`src/include/rphc_pkg.sv`:
```
// Constants, field layouts and state types of the packet framer.
// Assumes a 32-bit APB host; every register takes one aligned word.
// Function
// - Broadcast FFh also passes an enabled byte check
// - Broadcast enable field selects bytes, one bit each
// - Check field selects compared bytes; zero disables
// - Header length acts only with packet handling
// - Header 0..4 bytes, highest-numbered byte first
// - Fixed-length flag omits length byte from header
// - Marker length 1..4 bytes, byte 3 first
// - Preamble length is nine-bit nibble count
// - Preamble length zero behaves as one nibble
// - Preamble length resets to eight nibbles
// - Detection threshold sets nibbles before preamble found
// - Marker bytes reset to 2d, d4, 00
// - Framing only with handling enabled, FIFO mode
// - Only mask-enabled bits compared in header check
// - Fixed length receive uses local length register
package rphc_pkg;
  // Register indices; byte address is four times the index
  localparam logic [9:0] IDX_HDR_CHECK = 10'h032;
  localparam logic [9:0] IDX_HDR_LEN = 10'h033;
  localparam logic [9:0] IDX_PRE_LOW = 10'h034;
  localparam logic [9:0] IDX_PRE_DET = 10'h035;
  localparam logic [9:0] IDX_SYNC3 = 10'h036;
  localparam logic [9:0] IDX_SYNC2 = 10'h037;
  localparam logic [9:0] IDX_SYNC1 = 10'h038;
  localparam logic [9:0] IDX_FRAME_CTRL = 10'h060;
  localparam logic [9:0] IDX_SYNC0 = 10'h061;
  localparam logic [9:0] IDX_PKT_LEN = 10'h062;
  localparam logic [9:0] IDX_TX_HDR = 10'h063;
  localparam logic [9:0] IDX_CHK_HDR = 10'h064;
  localparam logic [9:0] IDX_HDR_MASK = 10'h065;
  localparam logic [9:0] IDX_STATUS = 10'h066;
  localparam logic [9:0] IDX_RX_HDR = 10'h067;
  // Reset values
  localparam logic [7:0] RST_HDR_CHECK = 8'h00;
  localparam logic [7:0] RST_HDR_LEN = 8'h00;
  localparam logic [7:0] RST_PRE_LOW = 8'h08;
  localparam logic [7:0] RST_PRE_DET = 8'h2a;
  localparam logic [7:0] RST_SYNC3 = 8'h2d;
  localparam logic [7:0] RST_SYNC2 = 8'hd4;
  localparam logic [7:0] RST_SYNC1 = 8'h00;
  localparam logic [7:0] RST_SYNC0 = 8'h00;
  // Field positions
  localparam int BCEN_LSB = 4;
  localparam int HDCH_LSB = 0;
  localparam int HDLEN_LSB = 4;
  localparam int FIXLEN_BIT = 3;
  localparam int SYNCLEN_LSB = 1;
  localparam int PRE_MSB_BIT = 0;
  localparam int PREATH_LSB = 3;
  localparam int CTRL_TX_EN = 0;
  localparam int CTRL_RX_EN = 1;
  localparam int CTRL_MODE_LSB = 2;
  localparam int ST_RX_OK = 0;
  localparam int ST_HDR_ERR = 1;
  localparam int ST_SENT = 2;
  // Encodings
  localparam logic [1:0] MODE_FIFO = 2'h2;
  localparam logic [7:0] BCAST_BYTE = 8'hff;
  localparam logic [3:0] PRE_NIB = 4'ha;
  localparam logic [2:0] HDR_MAX = 3'h4;
  localparam int FIFO_DEPTH = 4;
  localparam int BYTE_W = 8;
  // State types
  typedef enum logic [2:0] {
    ts_idle, ts_pre, ts_sync, ts_hdr, ts_len, ts_data
  } rphc_tx_st_t;
  typedef enum logic [2:0] {
    rs_hunt, rs_sync, rs_hdr, rs_chk, rs_len, rs_data
  } rphc_rx_st_t;
  // Byte i of a four-byte word
  function automatic logic [7:0] byte_sel(input logic [31:0] w,
                                          input logic [1:0] i);
    byte_sel = w[{i, 3'b000} +: 8];
  endfunction : byte_sel
endpackage : rphc_pkg

```
`src/verilog/rphc_fifo.sv`:
```
// Small synchronous FIFO with valid/ready on both sides.
// Assumes DEPTH is a power of two; one clock, async active-low reset.
`timescale 1ns/10ps
module rphc_fifo #(
  parameter int WIDTH = 8,
  parameter int DEPTH = 4
) (
  // Clock and reset
  input wire logic clk,
  input wire logic rst_n,
  // Fill side
  input wire logic [WIDTH-1:0] in_data,
  input wire logic in_valid,
  output logic in_ready,
  // Drain side
  output logic [WIDTH-1:0] out_data,
  output logic out_valid,
  input wire logic out_ready
);
  localparam int AW = $clog2(DEPTH);
  logic [WIDTH-1:0] mem [DEPTH];
  logic [AW:0] wr_ptr_r;
  logic [AW:0] rd_ptr_r;
  logic push;
  logic pop;

  // Full and empty from pointers with a wrap bit
  assign in_ready = (wr_ptr_r ^ rd_ptr_r) != {1'b1, {AW{1'b0}}};
  assign out_valid = wr_ptr_r != rd_ptr_r;
  assign push = in_valid && in_ready;
  assign pop = out_valid && out_ready;
  assign out_data = mem[rd_ptr_r[AW-1:0]];

  // Storage
  always_ff @(posedge clk) begin
    if (push) begin
      mem[wr_ptr_r[AW-1:0]] <= in_data;
    end
  end

  // Pointers
  always_ff @(posedge clk or negedge rst_n) begin
    if (!rst_n) begin
      wr_ptr_r <= '0;
      rd_ptr_r <= '0;
    end else begin
      if (push) begin
        wr_ptr_r <= wr_ptr_r + 1'b1;
      end
      if (pop) begin
        rd_ptr_r <= rd_ptr_r + 1'b1;
      end
    end
  end
endmodule : rphc_fifo

```
`src/verilog/rphc_hdr_check.sv`:
```
// Received header comparison against check bytes, mask and broadcast.
// Assumes all inputs are stable registers of the same clock.
`timescale 1ns/10ps
module rphc_hdr_check import rphc_pkg::*; (
  // Header words, byte 3 in the top bits
  input wire logic [31:0] rx_header,
  input wire logic [31:0] check_header,
  input wire logic [31:0] header_mask,
  // Per-byte selects
  input wire logic [3:0] check_sel,
  input wire logic [3:0] bcast_sel,
  // Result
  output logic pass
);
  // Every selected byte must match under mask or be broadcast
  always_comb begin
    logic [7:0] diff;
    diff = 8'h00;
    pass = 1'b1;
    for (int i = 0; i < 4; i++) begin
      diff = (byte_sel(rx_header, 2'(i)) ^ byte_sel(check_header, 2'(i)))
             & byte_sel(header_mask, 2'(i));
      if (check_sel[i] && diff != 8'h00
          && !(bcast_sel[i] && byte_sel(rx_header, 2'(i)) == BCAST_BYTE))
      begin
        pass = 1'b0;
      end
    end
  end
endmodule : rphc_hdr_check

```
`src/verilog/rphc_framer.sv`:
```
// Packet framer: APB registers, transmit nibble framer, receive parser.
// Assumes the modulator and demodulator run on pclk and move nibbles.
//
// The APB interface to the registers is this design's own decision.
`timescale 1ns/10ps
module rphc_framer import rphc_pkg::*; (
  // Clock and reset
  input wire logic pclk,
  input wire logic presetn,
  // APB slave
  input wire logic [11:0] paddr,
  input wire logic psel,
  input wire logic penable,
  input wire logic pwrite,
  input wire logic [31:0] pwdata,
  output logic [31:0] prdata,
  output logic pready,
  output logic pslverr,
  // Transmit payload bytes
  input wire logic [7:0] tx_data,
  input wire logic tx_data_valid,
  output logic tx_data_ready,
  input wire logic tx_start,
  // Nibbles to the modulator
  output logic [3:0] tx_nib,
  output logic tx_nib_valid,
  input wire logic tx_nib_ready,
  // Nibbles from the demodulator
  input wire logic [3:0] rx_nib,
  input wire logic rx_nib_valid,
  input wire logic rx_restart,
  // Received payload bytes
  output logic [7:0] rx_data,
  output logic rx_data_valid
);
  logic [7:0] hdr_check_r, hdr_len_r, pre_low_r, pre_det_r;
  logic [7:0] sync3_r, sync2_r, sync1_r, sync0_r, pkt_len_r;
  logic [3:0] frame_ctrl_r;
  logic [31:0] tx_hdr_r, chk_hdr_r, hdr_mask_r, rx_hdr_r;
  logic [2:0] flags_r;
  logic [31:0] prdata_r;
  logic [31:0] rd_mux;
  logic hit, wr_en;
  logic [9:0] idx;
  logic tx_auto, rx_auto, fixlen;
  logic [2:0] hdr_bytes;
  logic [1:0] synclen;
  logic [8:0] pre_nibs;
  logic [4:0] det_thr;
  logic [31:0] sync_word, sync_exp, sync_mask;
  rphc_tx_st_t tx_st_r;
  rphc_rx_st_t rx_st_r;
  logic [8:0] tx_cnt_r;
  logic [1:0] tx_idx_r, rx_idx_r;
  logic tx_half_r, rx_half_r, tx_was_busy_r;
  logic [3:0] tx_nib_r, rx_hi_r;
  logic tx_nib_valid_r;
  logic [7:0] tx_cur;
  logic tx_have, tx_take, tx_step;
  logic [7:0] fifo_dout;
  logic fifo_valid, fifo_pop;
  logic [4:0] rx_pcnt_r;
  logic [31:0] rx_shift_r, rx_shift_nxt;
  logic [7:0] rx_len_r, rx_cnt_r, rx_byte, rx_data_r;
  logic rx_data_valid_r, rx_byte_done, hdr_pass;
  logic rx_ok_set, hdr_err_set, sent_set;

  // Configuration decode
  assign tx_auto = frame_ctrl_r[CTRL_TX_EN]
    && frame_ctrl_r[CTRL_MODE_LSB +: 2] == MODE_FIFO;
  assign rx_auto = frame_ctrl_r[CTRL_RX_EN]
    && frame_ctrl_r[CTRL_MODE_LSB +: 2] == MODE_FIFO;
  assign hdr_bytes = (hdr_len_r[HDLEN_LSB +: 3] > HDR_MAX) ? HDR_MAX
                     : hdr_len_r[HDLEN_LSB +: 3];
  assign fixlen = hdr_len_r[FIXLEN_BIT];
  assign synclen = hdr_len_r[SYNCLEN_LSB +: 2];
  assign pre_nibs = ({hdr_len_r[PRE_MSB_BIT], pre_low_r} == 9'h000)
    ? 9'h001 : {hdr_len_r[PRE_MSB_BIT], pre_low_r};
  assign det_thr = (pre_det_r[PREATH_LSB +: 5] == 5'h00) ? 5'h01
                   : pre_det_r[PREATH_LSB +: 5];
  assign sync_word = {sync3_r, sync2_r, sync1_r, sync0_r};
  // Marker bytes 3 downward, aligned to the low end
  assign sync_exp = sync_word >> {~synclen, 3'b000};
  assign sync_mask = 32'hffffffff >> {~synclen, 3'b000};

  // APB decode; zero wait states
  assign idx = paddr[11:2];
  assign wr_en = psel && penable && pwrite && hit;
  assign pready = 1'b1;
  assign pslverr = psel && penable && !hit;
  assign prdata = prdata_r;
  always_comb begin
    hit = 1'b1;
    rd_mux = 32'h00000000;
    case (idx)
      IDX_HDR_CHECK: rd_mux[7:0] = hdr_check_r;
      IDX_HDR_LEN: rd_mux[7:0] = hdr_len_r;
      IDX_PRE_LOW: rd_mux[7:0] = pre_low_r;
      IDX_PRE_DET: rd_mux[7:0] = pre_det_r;
      IDX_SYNC3: rd_mux[7:0] = sync3_r;
      IDX_SYNC2: rd_mux[7:0] = sync2_r;
      IDX_SYNC1: rd_mux[7:0] = sync1_r;
      IDX_SYNC0: rd_mux[7:0] = sync0_r;
      IDX_FRAME_CTRL: rd_mux[3:0] = frame_ctrl_r;
      IDX_PKT_LEN: rd_mux[7:0] = pkt_len_r;
      IDX_TX_HDR: rd_mux = tx_hdr_r;
      IDX_CHK_HDR: rd_mux = chk_hdr_r;
      IDX_HDR_MASK: rd_mux = hdr_mask_r;
      IDX_STATUS: rd_mux[4:0] = {rx_st_r != rs_hunt,
                                 tx_st_r != ts_idle, flags_r};
      IDX_RX_HDR: rd_mux = rx_hdr_r;
      default: hit = 1'b0;
    endcase
  end

  // Read data captured in the setup phase
  always_ff @(posedge pclk or negedge presetn) begin
    if (!presetn) begin
      prdata_r <= 32'h00000000;
    end else if (psel && !penable && !pwrite) begin
      prdata_r <= rd_mux;
    end
  end

  // Software-written configuration registers
  always_ff @(posedge pclk or negedge presetn) begin
    if (!presetn) begin
      hdr_check_r <= RST_HDR_CHECK;
      hdr_len_r <= RST_HDR_LEN;
      pre_low_r <= RST_PRE_LOW;
      pre_det_r <= RST_PRE_DET;
      sync3_r <= RST_SYNC3;
      sync2_r <= RST_SYNC2;
      sync1_r <= RST_SYNC1;
      sync0_r <= RST_SYNC0;
      frame_ctrl_r <= 4'h0;
      pkt_len_r <= 8'h00;
      tx_hdr_r <= 32'h00000000;
      chk_hdr_r <= 32'h00000000;
      hdr_mask_r <= 32'h00000000;
    end else if (wr_en) begin
      case (idx)
        IDX_HDR_CHECK: hdr_check_r <= pwdata[7:0];
        IDX_HDR_LEN: hdr_len_r <= {1'b0, pwdata[6:0]}; // Bit 7 reserved
        IDX_PRE_LOW: pre_low_r <= pwdata[7:0];
        IDX_PRE_DET: pre_det_r <= pwdata[7:0];
        IDX_SYNC3: sync3_r <= pwdata[7:0];
        IDX_SYNC2: sync2_r <= pwdata[7:0];
        IDX_SYNC1: sync1_r <= pwdata[7:0];
        IDX_SYNC0: sync0_r <= pwdata[7:0];
        IDX_FRAME_CTRL: frame_ctrl_r <= pwdata[3:0];
        IDX_PKT_LEN: pkt_len_r <= pwdata[7:0];
        IDX_TX_HDR: tx_hdr_r <= pwdata;
        IDX_CHK_HDR: chk_hdr_r <= pwdata;
        IDX_HDR_MASK: hdr_mask_r <= pwdata;
        default: ;
      endcase
    end
  end

  // Sticky status flags; write one clears, a new event wins
  always_ff @(posedge pclk or negedge presetn) begin
    if (!presetn) begin
      flags_r <= 3'h0;
    end else begin
      flags_r <= (flags_r & ~((wr_en && idx == IDX_STATUS) ? pwdata[2:0]
                  : 3'h0)) | {sent_set, hdr_err_set, rx_ok_set};
    end
  end

  // Transmit payload buffer
  rphc_fifo #(.WIDTH(BYTE_W), .DEPTH(FIFO_DEPTH)) u_tx_fifo (
    .clk(pclk),
    .rst_n(presetn),
    .in_data(tx_data),
    .in_valid(tx_data_valid),
    .in_ready(tx_data_ready),
    .out_data(fifo_dout),
    .out_valid(fifo_valid),
    .out_ready(fifo_pop)
  );

  // Byte presented by the current transmit field
  always_comb begin
    tx_have = 1'b1;
    tx_cur = 8'h00;
    case (tx_st_r)
      ts_pre: tx_cur = {PRE_NIB, PRE_NIB};
      ts_sync: tx_cur = byte_sel(sync_word, ~tx_idx_r);
      ts_hdr: tx_cur = byte_sel(tx_hdr_r, ~tx_idx_r);
      ts_len: tx_cur = pkt_len_r;
      ts_data: begin
        tx_cur = fifo_dout;
        tx_have = fifo_valid;
      end
      default: tx_have = 1'b0;
    endcase
  end
  assign tx_take = !tx_nib_valid_r || tx_nib_ready;
  assign tx_step = tx_take && tx_have;
  assign fifo_pop = tx_step && tx_st_r == ts_data && tx_half_r;
  assign sent_set = tx_was_busy_r && tx_st_r == ts_idle;

  // Transmit sequencer: preamble, marker, header, length, payload
  always_ff @(posedge pclk or negedge presetn) begin
    if (!presetn) begin
      tx_st_r <= ts_idle;
      tx_cnt_r <= 9'h000;
      tx_idx_r <= 2'h0;
      tx_half_r <= 1'b0;
    end else begin
      case (tx_st_r)
        ts_idle: begin
          tx_cnt_r <= 9'h000;
          tx_idx_r <= 2'h0;
          tx_half_r <= 1'b0;
          if (tx_start) begin
            tx_st_r <= tx_auto ? ts_pre : ts_data;
          end
        end
        ts_pre: if (tx_step) begin
          tx_cnt_r <= tx_cnt_r + 9'h001;
          if (tx_cnt_r == pre_nibs - 9'h001) begin
            tx_st_r <= ts_sync;
          end
        end
        default: if (tx_step) begin
          tx_half_r <= !tx_half_r;
          if (tx_half_r) begin
            tx_idx_r <= tx_idx_r + 2'h1;
            if (tx_st_r == ts_sync && tx_idx_r == synclen) begin
              tx_idx_r <= 2'h0;
              tx_st_r <= (hdr_bytes != 3'h0) ? ts_hdr
                : fixlen ? ((pkt_len_r == 8'h00) ? ts_idle : ts_data)
                : ts_len;
            end else if (tx_st_r == ts_hdr
                         && {1'b0, tx_idx_r} == hdr_bytes - 3'h1) begin
              tx_st_r <= fixlen ? ((pkt_len_r == 8'h00) ? ts_idle
                                   : ts_data) : ts_len;
            end else if (tx_st_r == ts_len) begin
              tx_cnt_r <= 9'h000;
              tx_st_r <= (pkt_len_r == 8'h00) ? ts_idle : ts_data;
            end else if (tx_st_r == ts_data) begin
              tx_cnt_r <= tx_cnt_r + 9'h001;
              if (tx_auto && tx_cnt_r[7:0] == pkt_len_r - 8'h01) begin
                tx_st_r <= ts_idle;
              end
            end
            if (tx_st_r == ts_sync && tx_idx_r == synclen) begin
              tx_cnt_r <= 9'h000;
            end
          end
        end else if (tx_st_r == ts_data && !tx_auto && !fifo_valid
                     && !tx_half_r) begin
          tx_st_r <= ts_idle; // Raw mode ends when the buffer runs dry
        end
      endcase
    end
  end

  // Output nibble stage, high nibble first
  always_ff @(posedge pclk or negedge presetn) begin
    if (!presetn) begin
      tx_nib_r <= 4'h0;
      tx_nib_valid_r <= 1'b0;
      tx_was_busy_r <= 1'b0;
    end else begin
      tx_was_busy_r <= (tx_st_r != ts_idle) && tx_auto;
      if (tx_take) begin
        tx_nib_valid_r <= tx_step;
        if (tx_step) begin
          tx_nib_r <= tx_half_r ? tx_cur[3:0] : tx_cur[7:4];
        end
      end
    end
  end
  assign tx_nib = tx_nib_r;
  assign tx_nib_valid = tx_nib_valid_r;

  // Receive byte assembly and header check
  assign rx_byte = {rx_hi_r, rx_nib};
  assign rx_byte_done = rx_nib_valid && rx_half_r;
  assign rx_shift_nxt = {rx_shift_r[27:0], rx_nib};
  rphc_hdr_check u_hdr_check (
    .rx_header(rx_hdr_r),
    .check_header(chk_hdr_r),
    .header_mask(hdr_mask_r),
    .check_sel(hdr_check_r[HDCH_LSB +: 4]),
    .bcast_sel(hdr_check_r[BCEN_LSB +: 4]),
    .pass(hdr_pass)
  );
  assign hdr_err_set = rx_st_r == rs_chk && !hdr_pass;
  assign rx_ok_set = rx_auto && ((rx_st_r == rs_chk && hdr_pass && fixlen
    && pkt_len_r == 8'h00) || (rx_st_r == rs_len && rx_byte_done
    && rx_byte == 8'h00) || (rx_st_r == rs_data && rx_byte_done
    && rx_cnt_r == rx_len_r - 8'h01));

  // Receive sequencer: detect, marker hunt, header, length, payload
  always_ff @(posedge pclk or negedge presetn) begin
    if (!presetn) begin
      rx_st_r <= rs_hunt;
      rx_pcnt_r <= 5'h00;
      rx_shift_r <= 32'h00000000;
      rx_idx_r <= 2'h0;
      rx_half_r <= 1'b0;
      rx_hi_r <= 4'h0;
      rx_len_r <= 8'h00;
      rx_cnt_r <= 8'h00;
      rx_hdr_r <= 32'h00000000;
    end else if (rx_restart) begin
      rx_st_r <= rs_hunt;
      rx_pcnt_r <= 5'h00;
    end else begin
      if (rx_nib_valid && rx_st_r != rs_hunt && rx_st_r != rs_sync) begin
        rx_half_r <= !rx_half_r;
        rx_hi_r <= rx_nib;
      end
      case (rx_st_r)
        rs_hunt: if (rx_nib_valid) begin
          if (rx_nib != PRE_NIB) begin
            rx_pcnt_r <= 5'h00;
          end else if (rx_pcnt_r >= det_thr - 5'h01) begin
            rx_st_r <= rs_sync;
            rx_shift_r <= 32'h00000000;
          end else begin
            rx_pcnt_r <= rx_pcnt_r + 5'h01;
          end
        end
        rs_sync: if (rx_nib_valid) begin
          rx_shift_r <= rx_shift_nxt;
          if (((rx_shift_nxt ^ sync_exp) & sync_mask) == 32'h0) begin
            rx_half_r <= 1'b0;
            rx_idx_r <= 2'h0;
            rx_cnt_r <= 8'h00;
            rx_hdr_r <= 32'h00000000;
            rx_st_r <= !rx_auto ? rs_data
              : (hdr_bytes != 3'h0) ? rs_hdr : rs_chk;
          end
        end
        rs_hdr: if (rx_byte_done) begin
          rx_hdr_r[{~rx_idx_r, 3'b000} +: 8] <= rx_byte;
          rx_idx_r <= rx_idx_r + 2'h1;
          if ({1'b0, rx_idx_r} == hdr_bytes - 3'h1) begin
            rx_st_r <= rs_chk;
          end
        end
        rs_chk: begin
          rx_len_r <= pkt_len_r;
          rx_st_r <= !hdr_pass ? rs_hunt : !fixlen ? rs_len
            : (pkt_len_r == 8'h00) ? rs_hunt : rs_data;
          rx_pcnt_r <= 5'h00;
        end
        rs_len: if (rx_byte_done) begin
          rx_len_r <= rx_byte;
          rx_st_r <= (rx_byte == 8'h00) ? rs_hunt : rs_data;
        end
        rs_data: if (rx_byte_done) begin
          rx_cnt_r <= rx_cnt_r + 8'h01;
          if (rx_auto && rx_cnt_r == rx_len_r - 8'h01) begin
            rx_st_r <= rs_hunt;
            rx_pcnt_r <= 5'h00;
          end
        end
        default: rx_st_r <= rs_hunt;
      endcase
    end
  end

  // Received payload output
  always_ff @(posedge pclk or negedge presetn) begin
    if (!presetn) begin
      rx_data_r <= 8'h00;
      rx_data_valid_r <= 1'b0;
    end else begin
      rx_data_valid_r <= rx_st_r == rs_data && rx_byte_done && !rx_restart;
      if (rx_st_r == rs_data && rx_byte_done) begin
        rx_data_r <= rx_byte;
      end
    end
  end
  assign rx_data = rx_data_r;
  assign rx_data_valid = rx_data_valid_r;
endmodule : rphc_framer

```
`config.mk`:
```
export PLATFORM = sky130hd
export DESIGN_NAME = rphc_framer
export DESIGN_NICKNAME = d
export VERILOG_FILES = /design/src/include/rphc_pkg.sv /design/src/verilog/rphc_fifo.sv /design/src/verilog/rphc_hdr_check.sv /design/src/verilog/rphc_framer.sv
export SDC_FILE = /design/constraint.sdc
export NUM_CORES = 1
export LEC_CHECK = 0
export BUFFER_PORTS_ARGS = -buffer_cell sky130_fd_sc_hd__buf_2
export CORE_MARGIN = 3
export CORE_UTILIZATION = 30
export DETAILED_ROUTE_END_ITERATION = 12
export SYNTH_ARGS = -nofsm -noshare
export SYNTH_HDL_FRONTEND = slang
export SYNTH_HIERARCHICAL = 1
export SYNTH_SLANG_ARGS = --single-unit
```
`constraint.sdc`:
```
create_clock -name pclk -period 3.99 [get_ports pclk]
set_input_delay 0.1995 -clock pclk [delete_from_list [all_inputs] [get_ports pclk]]
set_output_delay 0.1995 -clock pclk [all_outputs]
set_load 0.01 [all_outputs]
```
==> impl_metrics.env <==
export IMPL_cp_startpoint="hdr_len_r[1]"
export IMPL_crit_arrival_ns=3.73
export IMPL_ant_nets=0
export IMPL_fin_crit_ns=3.29
export IMPL_antenna_violations_before_repair=4
export IMPL_netlist_cell_type_count=81
export IMPL_viasPerCell=5.55
export IMPL_worst_path_largest_cell_delay_ns=0.63
export IMPL_worst_reg_to_reg_cells=10
export IMPL_timing_critical_path_buf_inv=2
export IMPL_reg2reg_setup_slack_ns=0.70
export IMPL_rows=92
export IMPL_clock_insertion_delay_at_the_later_pin_of_the_skew_report_ns=0.57
export IMPL_netlist_area_um2=19200
export IMPL_report_final_hold_viol_count=0
export IMPL_floorplan_initialDensity=0.304
export IMPL_clock_tree_from_tritoncts="yes"
export IMPL_synth_cells=1697
export IMPL_slew_violations=0
export IMPL_yosys_warnings=6
export IMPL_worst_ir_drop_vdd_v=0.000246
export IMPL_global_route_overflow_total=0
export IMPL_grt_first_pass_wirelength_mm=93.2
export IMPL_drt_first_iter_violations=1270
export IMPL_grt_max_degree=111
export IMPL_clk_transition_reported_paths_ns=0.06
export IMPL_crit_chain="buf_4, mux2i_1, xnor2_1, a2111oi_1, o221ai_1, o41ai_4, nand4_2, buf_4, and2_1, a22o_1"
export IMPL_worstMarginPinSlew_ns=1.07
export IMPL_die_y_um=259
export IMPL_core_area_um2=63300
export IMPL_worst_setup_path_start_kind="register"
export IMPL_area_growth_from_synthesis_to_layout_pct=17.5
export IMPL_critical_path_slowest_cell="sky130_fd_sc_hd__dfrtp_1"
export IMPL_timing_fmax_mhz=304
export IMPL_drc=0
export IMPL_clockRootBuffer="sky130_fd_sc_hd__clkbuf_16"
export IMPL_unrepaired_setup_endpoints_after_global_routing="false"
export IMPL_hpwlAfterDp_mm=44.0
export IMPL_final_setup_viol_count=0
export IMPL_period_share=0.824
export IMPL_number_of_flops_mapped_to_enable_cells_by_yosys=32
export IMPL_maximum_fanout_along_the_worst_path=11
export IMPL_grtUsageTotal=0.181
export IMPL_gp_congestion=0.923
export IMPL_max_cap_viol_count=0
export IMPL_power_per_cell_area_nw_per_um2=430
export IMPL_setup_worst_path_class="reg -> reg"
export IMPL_r2r_end="rx_hdr_r[24]"
export IMPL_critical_path_reg2reg_startpoint="hdr_len_r[1]"
export IMPL_grt_pass1_vias=14900
export IMPL_cts_hold_buffers_added=37
export IMPL_post_cts_resized=0
export IMPL_cp_common_cell="sky130_fd_sc_hd__buf_4"
export IMPL_dieArea_um2=67200
export IMPL_cts_max_path_buffers=3
export IMPL_p_total_w=0.00973
export IMPL_drive_above_1_share=0.242
export IMPL_post_cts_setup_buffer_count=0
export IMPL_cts_num_sinks=365
export IMPL_critPathTopFamily="compound AO/OA/AOI/OAI gates"
export IMPL_routedWlPerCell_um=22.8
export IMPL_total_leakage_power_nw=10.2
export IMPL_num_vias=15000
export IMPL_slew_limit_headroom=0.289
export IMPL_fin_nets=1919
export IMPL_drt_first_pass_iters=6
export IMPL_endpoint_kind="register"
export IMPL_timing_clock_skew_ns=0.0338
export IMPL_htreeDepth=2
export IMPL_final_setup_tns_ns=0
export IMPL_syn_mean_instance_area_um2=11.3
export IMPL_critPathRequiredTime_ns=4.44
export IMPL_top_level_ports=115
export IMPL_async_flop_share=0.912
export IMPL_worst_hold_path_type="in -> reg"
export IMPL_run_status="finished, final reports clean"
export IMPL_mappedNetlistNets=1787
export IMPL_buffer_ports_inserted=111
export IMPL_synth_flop_cell="sky130_fd_sc_hd__dfrtp_1"
export IMPL_ys_ff_latch=365
export IMPL_drt_wl_total_mm=61.9
export IMPL_crit_path_end="rx_hdr_r[24]"
export IMPL_dieWidth_um=259
export IMPL_synth_seq_area_share=0.484
export IMPL_cts_buf_count=43
export IMPL_critical_path_cell_count=10
==> synth_stat cells (9+ instances only) <==
library cell / n / share of area
sky130_fd_sc_hd__a21oi_1: 59 / 0.015
sky130_fd_sc_hd__a31oi_1: 14 / 0.0045
sky130_fd_sc_hd__mux2i_1: 63 / 0.033
sky130_fd_sc_hd__nor2_1: 67 / 0.013
sky130_fd_sc_hd__nand3b_1: 9 / 0.0035
sky130_fd_sc_hd__nor3_1: 28 / 0.0073
sky130_fd_sc_hd__nand4_1: 14 / 0.0045
sky130_fd_sc_hd__dfrtp_1: 321 / 0.42
sky130_fd_sc_hd__buf_1: 15 / 0.0029
sky130_fd_sc_hd__mux4_2: 10 / 0.012
sky130_fd_sc_hd__a22oi_1: 46 / 0.018
sky130_fd_sc_hd__a211oi_1: 13 / 0.0051
sky130_fd_sc_hd__xor2_1: 69 / 0.031
sky130_fd_sc_hd__nand2_1: 110 / 0.021
sky130_fd_sc_hd__o21ai_0: 68 / 0.018
sky130_fd_sc_hd__nand2b_1: 18 / 0.0058
sky130_fd_sc_hd__nor2b_1: 16 / 0.0052
sky130_fd_sc_hd__clkbuf_1: 74 / 0.014
sky130_fd_sc_hd__o22ai_1: 10 / 0.0032
sky130_fd_sc_hd__dfstp_2: 12 / 0.016
sky130_fd_sc_hd__xnor2_1: 35 / 0.016
sky130_fd_sc_hd__a22o_1: 91 / 0.041
sky130_fd_sc_hd__nand3_1: 50 / 0.013
sky130_fd_sc_hd__mux2_2: 184 / 0.11
sky130_fd_sc_hd__a221oi_1: 37 / 0.017
sky130_fd_sc_hd__ha_1: 24 / 0.016
sky130_fd_sc_hd__edfxtp_1: 32 / 0.050
sky130_fd_sc_hd__nor4_1: 9 / 0.0029
sky130_fd_sc_hd__inv_1: 35 / 0.0068
sky130_fd_sc_hd__and3_1: 22 / 0.0071
==> sequential cells by signal (all words and copies together) (netlist names), 9 cells and up <==
| name | cells |
|---|---|
| rx_hdr_r | 32 |
| u_tx_fifo/mem | 32 |
| rx_shift_r | 28 |
| tx_cnt_r | 9 |
| prdata | 32 |
| chk_hdr_r | 32 |
| tx_hdr_r | 32 |
| hdr_mask_r | 32 |
==> tightest hold or removal path: cells and delay by family <==
family / cells / cell delay [ns]
AO/OA/AOI/OAI: 1 / 0.07
AND/OR/NAND/NOR: 1 / 0.11
buffers and inverters: 1 / 0.15
==> cells by family after synthesis <==
logic type	share of synthesized area
other	0.000195
flip-flops	0.484
AND/OR/NAND/NOR	0.103
adder cells (fa/ha/maj)	0.0156
multiplexers	0.165
buffers and inverters	0.0303
XOR/XNOR	0.0482
AO/OA/AOI/OAI	0.155
==> per-layer routing <==
metal | track usage | up-vias | share of wire | wire length (um)
li1 | - | 6674 | - | -
met1 | 0.237 | 7649 | 0.42 | 26100
met2 | 0.288 | 579 | 0.46 | 28400
met3 | 0.0443 | 144 | 0.077 | 4790
met4 | 0.0682 | 2 | 0.041 | 2550
met5 | 0 | - | 0.00021 | 13
==> where the power goes <==
part | switching, W | internal, W | leakage, nW
Clock | 0.00158 | 0.00241 | 0.706
Sequential | 0.000220 | 0.00393 | 4.81
Combinational | 0.000980 | 0.000606 | 4.70
==> layout by cell type (no fill, tap or decap), types with 11 or more instances in the layout <==
cell / Yosys / layout
sky130_fd_sc_hd__a211oi_1: 13 / 13
sky130_fd_sc_hd__a21oi_1: 59 / 59
sky130_fd_sc_hd__a221oi_1: 37 / 37
sky130_fd_sc_hd__a22o_1: 91 / 91
sky130_fd_sc_hd__a22oi_1: 46 / 46
sky130_fd_sc_hd__a31oi_1: 14 / 14
sky130_fd_sc_hd__and3_1: 22 / 22
sky130_fd_sc_hd__buf_2: 7 / 110
sky130_fd_sc_hd__buf_4: 2 / 40
sky130_fd_sc_hd__clkbuf_1: 74 / 11
sky130_fd_sc_hd__clkbuf_16: 0 / 44
sky130_fd_sc_hd__dfrtp_1: 321 / 321
sky130_fd_sc_hd__dfstp_2: 12 / 12
sky130_fd_sc_hd__dlygate4sd3_1: 0 / 37
sky130_fd_sc_hd__edfxtp_1: 32 / 32
sky130_fd_sc_hd__ha_1: 24 / 24
sky130_fd_sc_hd__inv_1: 35 / 35
sky130_fd_sc_hd__mux2_2: 184 / 184
sky130_fd_sc_hd__mux2i_1: 63 / 63
sky130_fd_sc_hd__nand2_1: 110 / 110
sky130_fd_sc_hd__nand2b_1: 18 / 18
sky130_fd_sc_hd__nand3_1: 50 / 50
sky130_fd_sc_hd__nand4_1: 14 / 14
sky130_fd_sc_hd__nor2_1: 67 / 64
sky130_fd_sc_hd__nor2b_1: 16 / 16
sky130_fd_sc_hd__nor3_1: 28 / 27
sky130_fd_sc_hd__o21ai_0: 68 / 68
sky130_fd_sc_hd__xnor2_1: 35 / 35
sky130_fd_sc_hd__xor2_1: 69 / 69
==> layout make-up <==
| type | instances | area, um^2 |
|---|---|---|
| Sequential cell | 365 | 9310 |
| Antenna cell | 2 | 5.00 |
| Tap cell | 846 | 1060 |
| Inverter | 35 | 131 |
| Clock inverter | 13 | 154 |
| Fill cell | 6245 | 40700 |
| Multi-Input combinational cell | 1193 | 9380 |
| Timing Repair Buffer | 191 | 1300 |
| Clock buffer | 65 | 1280 |
==> through the flow <==
step / utilization / area [um^2] / cells / setup slack (ns) / hold WS [ns]
after floorplan: - / 19200 / 1697 / 1.19 / -0.0961
after global placement: 0.329 / 20800 / 2593 / 0.756 / 0.325
after detailed placement: 0.329 / 20800 / 2593 / 0.705 / 0.339
after CTS: 0.357 / 22600 / 2708 / 0.638 / 0.0100
after global routing: 0.357 / 22600 / 2708 / 0.395 / 0.0482
final: 0.357 / 22600 / 2710 / 0.703 / 0.0404
==> worst min path at each step <==
stage | endpoint | startpoint | cells past startpoint
final | rx_st_r[0] | rx_nib_valid | 3
after global routing | rx_st_r[0] | rx_nib_valid | 3
after global placement | prdata[26] | presetn | 1
after floorplan | chk_hdr_r[0] | presetn | 0
after CTS | rx_st_r[0] | rx_nib_valid | 3
after detailed placement | prdata[26] | presetn | 1
Power figures use the tool's default switching activity.
